## src/verilog/rtc_i2c_pkg.sv

```systemverilog
// Constants shared by the two-wire slave interface of the clock module
package rtc_i2c_pkg;
    localparam int          CLK_HZ          = 25_000_000;
    localparam int          TIMEOUT_MS      = 950;
    localparam int          TIMEOUT_CYC     = (CLK_HZ / 1000) * TIMEOUT_MS;
    localparam logic [6:0]  SLAVE_ADDR      = 7'h32;
    localparam logic [3:0]  REG_ADDR_RESET  = 4'h0;
    localparam logic [3:0]  REG_ADDR_LAST   = 4'hf;
    localparam logic [7:0]  READ_IDLE_BYTE  = 8'hff;
    localparam logic [3:0]  BITS_PER_BYTE   = 4'h8;
    localparam int          REG_ADDR_W      = 4;

    typedef enum logic [2:0] {
        ST_IDLE,
        ST_ADDR,
        ST_REGADR,
        ST_WDATA,
        ST_RDATA,
        ST_WAITP
    } slave_state_t;
endpackage

```

## src/verilog/rtc_i2c_slave.sv

```systemverilog
// Two-wire serial slave interface with address match, auto increment and bus timeout
`timescale 1ns/10ps
module rtc_i2c_slave
    import rtc_i2c_pkg::*;
#(
    parameter int TIMEOUT_CYCLES = TIMEOUT_CYC
) (
    input  wire logic                  i_core_clk,
    input  wire logic                  i_reset,
    input  wire logic                  i_scl,
    input  wire logic                  i_sda,
    output logic                       o_scl,
    output logic                       o_scl_oe_n,
    output logic                       o_sda,
    output logic                       o_sda_oe_n,
    output logic [REG_ADDR_W-1:0]      o_reg_addr,
    output logic [7:0]                 o_wr_data,
    output logic                       o_wr_stb,
    input  wire logic [7:0]            i_rd_data,
    output logic                       o_rd_stb,
    output logic                       o_freeze,
    output logic                       o_timeout
);

    // Two-stage synchronisers; stage one is read by stage two only
    logic [1:0]         scl_sync_ff;
    logic [1:0]         sda_sync_ff;
    logic               scl_d_ff;
    logic               sda_d_ff;
    slave_state_t       state_ff;
    slave_state_t       nxt_state;
    logic [3:0]         bit_cnt_ff;
    logic [7:0]         shift_ff;
    logic               ack_phase_ff;
    logic               ack_bit_ff;
    logic               sda_low_ff;
    logic [REG_ADDR_W-1:0] reg_addr_ff;
    logic [7:0]         wr_data_ff;
    logic               wr_stb_ff;
    logic               rd_stb_ff;
    logic               freeze_ff;
    logic               timeout_ff;
    logic [31:0]        tmo_cnt_ff;
    logic               in_frame_ff;

    wire scl = scl_sync_ff[1];
    wire sda = sda_sync_ff[1];
    wire scl_rise  = scl & ~scl_d_ff;
    wire scl_fall  = ~scl & scl_d_ff;
    wire start_det = scl & scl_d_ff & sda_d_ff & ~sda;
    wire stop_det  = scl & scl_d_ff & ~sda_d_ff & sda;
    wire byte_done = scl_fall & ~ack_phase_ff & (bit_cnt_ff == BITS_PER_BYTE - 4'h1);
    wire ack_done  = scl_fall & ack_phase_ff;
    wire [7:0] rx_byte = {shift_ff[6:0], sda};
    wire       addr_hit = (shift_ff[7:1] == SLAVE_ADDR);
    wire       tmo_hit  = in_frame_ff & (tmo_cnt_ff >= TIMEOUT_CYCLES - 1);
    wire [7:0] tx_byte  = timeout_ff ? READ_IDLE_BYTE : i_rd_data;
    // Master's acknowledge is taken while the clock is high, not at its fall
    wire       ack_sample = scl_rise & ack_phase_ff;
    // Pointer moves once the read byte is out, so the next load sees it
    wire       rd_advance = byte_done & (state_ff == ST_RDATA) & ~timeout_ff;

    function automatic logic [REG_ADDR_W-1:0] addr_inc(input logic [REG_ADDR_W-1:0] a);
        // Explicit compare with REG_ADDR_LAST, reloading REG_ADDR_RESET, gives the Fh to 0h wrap
        addr_inc = (a == REG_ADDR_LAST) ? REG_ADDR_RESET : a + 1'b1;
    endfunction

    always_ff @(posedge i_core_clk) begin
        if (i_reset) begin
            scl_sync_ff <= 2'h3;
            sda_sync_ff <= 2'h3;
            scl_d_ff    <= 1'b1;
            sda_d_ff    <= 1'b1;
        end else begin
            scl_sync_ff <= {scl_sync_ff[0], i_scl};
            sda_sync_ff <= {sda_sync_ff[0], i_sda};
            scl_d_ff    <= scl;
            sda_d_ff    <= sda;
        end
    end

    // Frame timer on core clock so a stalled bus clock still times out
    always_ff @(posedge i_core_clk) begin
        if (i_reset) begin
            in_frame_ff <= 1'b0;
            tmo_cnt_ff  <= 32'h0;
        end else if (start_det) begin
            in_frame_ff <= 1'b1;
            tmo_cnt_ff  <= 32'h0;
        end else if (stop_det || tmo_hit) begin
            in_frame_ff <= 1'b0;
            tmo_cnt_ff  <= 32'h0;
        end else if (in_frame_ff) begin
            tmo_cnt_ff  <= tmo_cnt_ff + 32'h1;
        end
    end

    always_ff @(posedge i_core_clk) begin
        if (i_reset) begin
            timeout_ff <= 1'b0;
        end else if (start_det) begin
            timeout_ff <= 1'b0;
        end else if (tmo_hit) begin
            timeout_ff <= 1'b1;
        end
    end

    // Next state decided at START, STOP or timeout, at the ACK falling edge, or at byte end on an address miss
    always_comb begin
        nxt_state = state_ff;
        if (start_det) begin
            nxt_state = ST_ADDR;
        end else if (stop_det || tmo_hit) begin
            nxt_state = ST_IDLE;
        end else if (byte_done && state_ff == ST_ADDR && !addr_hit) begin
            nxt_state = ST_IDLE;
        end else if (ack_done) begin
            unique case (state_ff)
                ST_ADDR:   nxt_state = shift_ff[0] ? ST_RDATA : ST_REGADR;
                ST_REGADR: nxt_state = ST_WDATA;
                ST_WDATA:  nxt_state = ST_WDATA;
                ST_RDATA:  nxt_state = ack_bit_ff ? ST_WAITP : ST_RDATA;
                ST_WAITP:  nxt_state = ST_WAITP;
                ST_IDLE:   nxt_state = ST_IDLE;
            endcase
        end
    end

    always_ff @(posedge i_core_clk) begin
        if (i_reset) begin
            state_ff <= ST_IDLE;
        end else begin
            state_ff <= nxt_state;
        end
    end

    always_ff @(posedge i_core_clk) begin
        if (i_reset || start_det) begin
            ack_bit_ff <= 1'b1;
        end else if (ack_sample) begin
            ack_bit_ff <= sda;
        end
    end

    // Bit counter and shifter; bits sampled on clock rise
    // The clock fall that closes a START wraps the counter to zero
    always_ff @(posedge i_core_clk) begin
        if (i_reset) begin
            bit_cnt_ff   <= 4'h0;
            ack_phase_ff <= 1'b0;
            shift_ff     <= 8'h0;
        end else if (start_det) begin
            bit_cnt_ff   <= 4'hf;
            ack_phase_ff <= 1'b0;
            shift_ff     <= 8'h0;
        end else if (scl_rise && !ack_phase_ff && state_ff != ST_RDATA) begin
            shift_ff     <= rx_byte;
        end else if (byte_done) begin
            bit_cnt_ff   <= 4'h0;
            ack_phase_ff <= 1'b1;
        end else if (ack_done) begin
            ack_phase_ff <= 1'b0;
            if (nxt_state == ST_RDATA) begin
                shift_ff <= tx_byte;
            end
        end else if (scl_fall && !ack_phase_ff) begin
            bit_cnt_ff   <= bit_cnt_ff + 4'h1;
            if (state_ff == ST_RDATA) begin
                shift_ff <= {shift_ff[6:0], 1'b1};
            end
        end
    end

    // Register address pointer survives between transactions
    always_ff @(posedge i_core_clk) begin
        if (i_reset) begin
            reg_addr_ff <= REG_ADDR_RESET;
        end else if (rd_advance) begin
            reg_addr_ff <= addr_inc(reg_addr_ff);
        end else if (ack_done && !timeout_ff) begin
            unique case (state_ff)
                ST_REGADR: reg_addr_ff <= shift_ff[REG_ADDR_W-1:0];
                ST_WDATA:  reg_addr_ff <= addr_inc(reg_addr_ff);
                default:   reg_addr_ff <= reg_addr_ff;
            endcase
        end
    end

    // Write strobe only for acknowledged bytes outside a timeout
    always_ff @(posedge i_core_clk) begin
        if (i_reset) begin
            wr_stb_ff  <= 1'b0;
            rd_stb_ff  <= 1'b0;
            wr_data_ff <= 8'h0;
        end else begin
            wr_stb_ff  <= ack_done && state_ff == ST_WDATA && !timeout_ff;
            rd_stb_ff  <= ack_done && nxt_state == ST_RDATA;
            if (ack_done && state_ff == ST_WDATA) begin
                wr_data_ff <= shift_ff;
            end
        end
    end

    // Data line drive: ACK, or read bit; changes after clock falls, except release at once on START, STOP or timeout
    always_ff @(posedge i_core_clk) begin
        if (i_reset || start_det || stop_det || tmo_hit) begin
            sda_low_ff <= 1'b0;
        end else if (byte_done) begin
            sda_low_ff <= (state_ff == ST_ADDR && addr_hit) ||
                          state_ff == ST_REGADR || state_ff == ST_WDATA;
        end else if (ack_done) begin
            sda_low_ff <= (nxt_state == ST_RDATA) & ~tx_byte[7];
        end else if (scl_fall && state_ff == ST_RDATA && !ack_phase_ff) begin
            sda_low_ff <= (bit_cnt_ff == BITS_PER_BYTE - 4'h1) ? 1'b0 : ~shift_ff[6];
        end
    end

    // Freeze shown to timekeeping while a frame is open
    always_ff @(posedge i_core_clk) begin
        if (i_reset) begin
            freeze_ff <= 1'b0;
        end else begin
            freeze_ff <= in_frame_ff & ~stop_det & ~tmo_hit;
        end
    end

    assign o_scl      = 1'b0;
    assign o_scl_oe_n = 1'b1;
    assign o_sda      = 1'b0;
    assign o_sda_oe_n = ~sda_low_ff;
    assign o_reg_addr = reg_addr_ff;
    assign o_wr_data  = wr_data_ff;
    assign o_wr_stb   = wr_stb_ff;
    assign o_rd_stb   = rd_stb_ff;
    assign o_freeze   = freeze_ff;
    assign o_timeout  = timeout_ff;

endmodule // rtc_i2c_slave

```

## config.mk

```make
export PLATFORM = sky130hd
export DESIGN_NAME = rtc_i2c_slave
export DESIGN_NICKNAME = d
export VERILOG_FILES = /design/src/verilog/rtc_i2c_pkg.sv /design/src/verilog/rtc_i2c_slave.sv
export SDC_FILE = /design/constraint.sdc
export NUM_CORES = 1
export LEC_CHECK = 0
export BUFFER_PORTS_ARGS = -buffer_cell sky130_fd_sc_hd__buf_4
export CORE_MARGIN = 2
export CORE_UTILIZATION = 63
export CTS_CLUSTER_DIAMETER = 80
export DETAILED_ROUTE_END_ITERATION = 8
export PLACE_DENSITY = 0.91
export SYNTH_ARGS = -nofsm -noshare
export SYNTH_HDL_FRONTEND = slang
export SYNTH_SLANG_ARGS = --single-unit
```

## constraint.sdc

```tcl
create_clock -name i_core_clk -period 3.3 [get_ports i_core_clk]
set_input_delay 0.66 -clock i_core_clk [delete_from_list [all_inputs] [get_ports i_core_clk]]
set_output_delay 0.66 -clock i_core_clk [all_outputs]
set_load 0.05 [all_outputs]
```

==> impl_metrics.ini <==
[synthesis]
synth_cell_types = 58
yosysWarningCount = 0
syn_avg_cell_area_um2 = 8.75
yosysSeqAreaShare = 0.419
synth-main-ff-cell = dfxtp_1
ys_ff_latch = 73
yosys-top-cells-count = dfxtp_1 (73), nor2_1 (54), nand2_1 (34), a21oi_1 (20)
async_flop_share = 0
synth.most_common_cell = dfxtp_1
synthCells = 399
synth_top_area_frac = 0.419
yosysTopAreaCell = dfxtp_1
synth_area_leaders = dfxtp_1 (42%), nor2_1 (5.8%), mux2i_1 (5.4%), xor2_1 (4.8%), nand2_1 (3.7%)
synth_area_mm2 = 0.00349
synth-edff-count = 0

[clocking]
cts_max_level = 3
cts.hold.buffers_added = 0
clk_path_buf_depth = 2
clkTransAtPathRegs_ns = 0.08
postCtsSetupBuffers = 0
cts_buffers = 9
cts_resized = 0
clkSinkCount = 73
cts-root-buf = clkbuf_8
cts_tree = built
clk_latency_ns = 0.36

[layout]
num_antenna_cells = 0
layout-drive-gt1-share = 0.141
fin_nets = 435
area_growth_pct = 12.7

[detailed_routing]
drc = 0
initialDrtViolationCount = 235
drt-wirelength-per-cell_um = 15.3
finalWirelength_um = 7620
ant_nets = 0
vias_per_cell = 6.00
drt_first_pass_iters = 4
routed-via-count = 2980

[grt]
grt_pass1_vias = 2769
grtUsageTotal = 0.265
antenna_found_initial = 0
grt_max_degree = 33
grt-ovfl-total = 0
grt_pass1_wl_um = 12900

[power_and_ir_drop]
ir_drop_uv = 462
p_total_w = 0.00178
p_leak_nw = 1.43
power_density_mw_per_mm2 = 451

[sta]
fmax_mhz = 444
max_slew_margin = 0.498
post-route-min-period_ns = 2.25
hold_slack_ns = 0.415
drv_slew = 0
hold_viol_final = 0
fin_crit_sh = 0.683
rsz0062_at_grt = no
setup_violations = 0
fin_worst_skew_ns = 0.0100
setup_tns_ns = 0
worst_slew_pin_slew_ns = 0.746
setup_ws_ns = 1.05

[worst_setup_path]
worstSetupPathType = reg2reg
worstPathMaxFanout = 13
cpPeakStageDelay_ns = 0.60
cp_slowest_cell = dfxtp_1
path_delay_family = simple AND/OR/NAND/NOR gates
timing.critical_path.cells = or3b_1, or3_1, a21oi_1, a41oi_4, mux2i_1
cp-start-kind = register
required_ns = 3.53
arrival_ns = 2.48
end_kind = register
critPathBufInv = 0

[placement]
gp_congestion = 0.873
dp_hpwl_um = 5110
portBuffers = 28
pre_cts_ws_ns = 1.12

[floorplan]
fp.dieW_um = 78.4
fp-row-count = 27
core_area_mm2 = 0.00544
io_pins = 32
die_y_um = 78.4
design.die.area_mm2 = 0.00615
start_util = 0.642

[flow_run]
drv_cap = 0

[min_path]
hp-class = reg2reg

[run_status]
status = complete, no violations
[worst paths after layout]
kind             startpoint  slack, ns        endpoint  cells after the start
min reg2reg  scl_sync_ff[0]       0.42  scl_sync_ff[1]                      1
max             state_ff[2]       1.05     shift_ff[5]                      5
max reg2reg     state_ff[2]       1.05     shift_ff[5]                      5
min          scl_sync_ff[0]       0.42  scl_sync_ff[1]                      1
[through the flow]
stage / utilization / cell area (um2) / cells
final: 0.723 / 3940 / 497
after global routing: 0.723 / 3940 / 497
after CTS: 0.723 / 3940 / 497
after detailed placement: 0.681 / 3710 / 481
after global placement: 0.681 / 3710 / 481
after floorplan: - / 3490 / 400
[kinds of logic after synthesis]
group / after synthesis / synth area share
AOI/OAI and AO/OA: 59 / 0.125
xor gates and xnor gates: 29 / 0.0728
adders and majority gates: 3 / 0.0108
buffers and inverters: 30 / 0.0405
DFF: 73 / 0.419
muxes: 19 / 0.0545
other: 2 / 0.00215
and+or+nand+nor: 184 / 0.276
[where the power goes]
part	total (W)	internal, W	switching (W)
logic	0.0000691	0.0000254	0.0000436
clock network	0.000806	0.000469	0.000337
registers	0.000901	0.000889	0.0000115
total	0.00178	0.00138	0.000392
[worst register-to-register path: stages, from the launching register on]
cell     delay (ns)
dfxtp_1        0.60
or3b_1         0.48
or3_1          0.37
a21oi_1        0.34
a41oi_4        0.15
mux2i_1        0.19
[per-layer routing]
layer / track usage / wire length, um
met1: 0.344 / 3370
met2: 0.421 / 3650
met3: 0.0805 / 475
met4: 0.0895 / 115
met5: 0 / 0
[placed cells by master, fill, tap and decap left out, types with 8 or more instances in the layout]
master | synthesis | final
a21oi_1 | 20 | 20
buf_4 | 4 | 31
clkbuf_8 | 0 | 11
dfxtp_1 | 73 | 73
inv_1 | 8 | 8
mux2i_1 | 19 | 19
nand2_1 | 34 | 34
nand3_1 | 13 | 13
nand4_1 | 12 | 12
nor2_1 | 54 | 54
nor3_1 | 10 | 10
o211ai_1 | 9 | 9
or3_1 | 8 | 8
xnor2_1 | 10 | 10
xor2_1 | 19 | 19
[state kept, by name (all words and copies together) (netlist names), 2 cells and up]
| name | cells |
|---|---|
| tmo_cnt_ff | 32 |
| o_wr_data | 8 |
| shift_ff | 8 |
| bit_cnt_ff | 4 |
| o_reg_addr | 4 |
| state_ff | 3 |
| scl_sync_ff | 2 |
| sda_sync_ff | 2 |
[area by class of cell]
class / count / area (um2)
well taps: 72 / 90.1
inverters: 8 / 30.0
clock inverters: 4 / 73.8
flip-flops and latches: 73 / 1460
multi-input cells: 297 / 1890
fillers: 414 / 1500
clock buffers: 12 / 155
repair buffers: 31 / 233
Power figures use the tool's default switching activity.
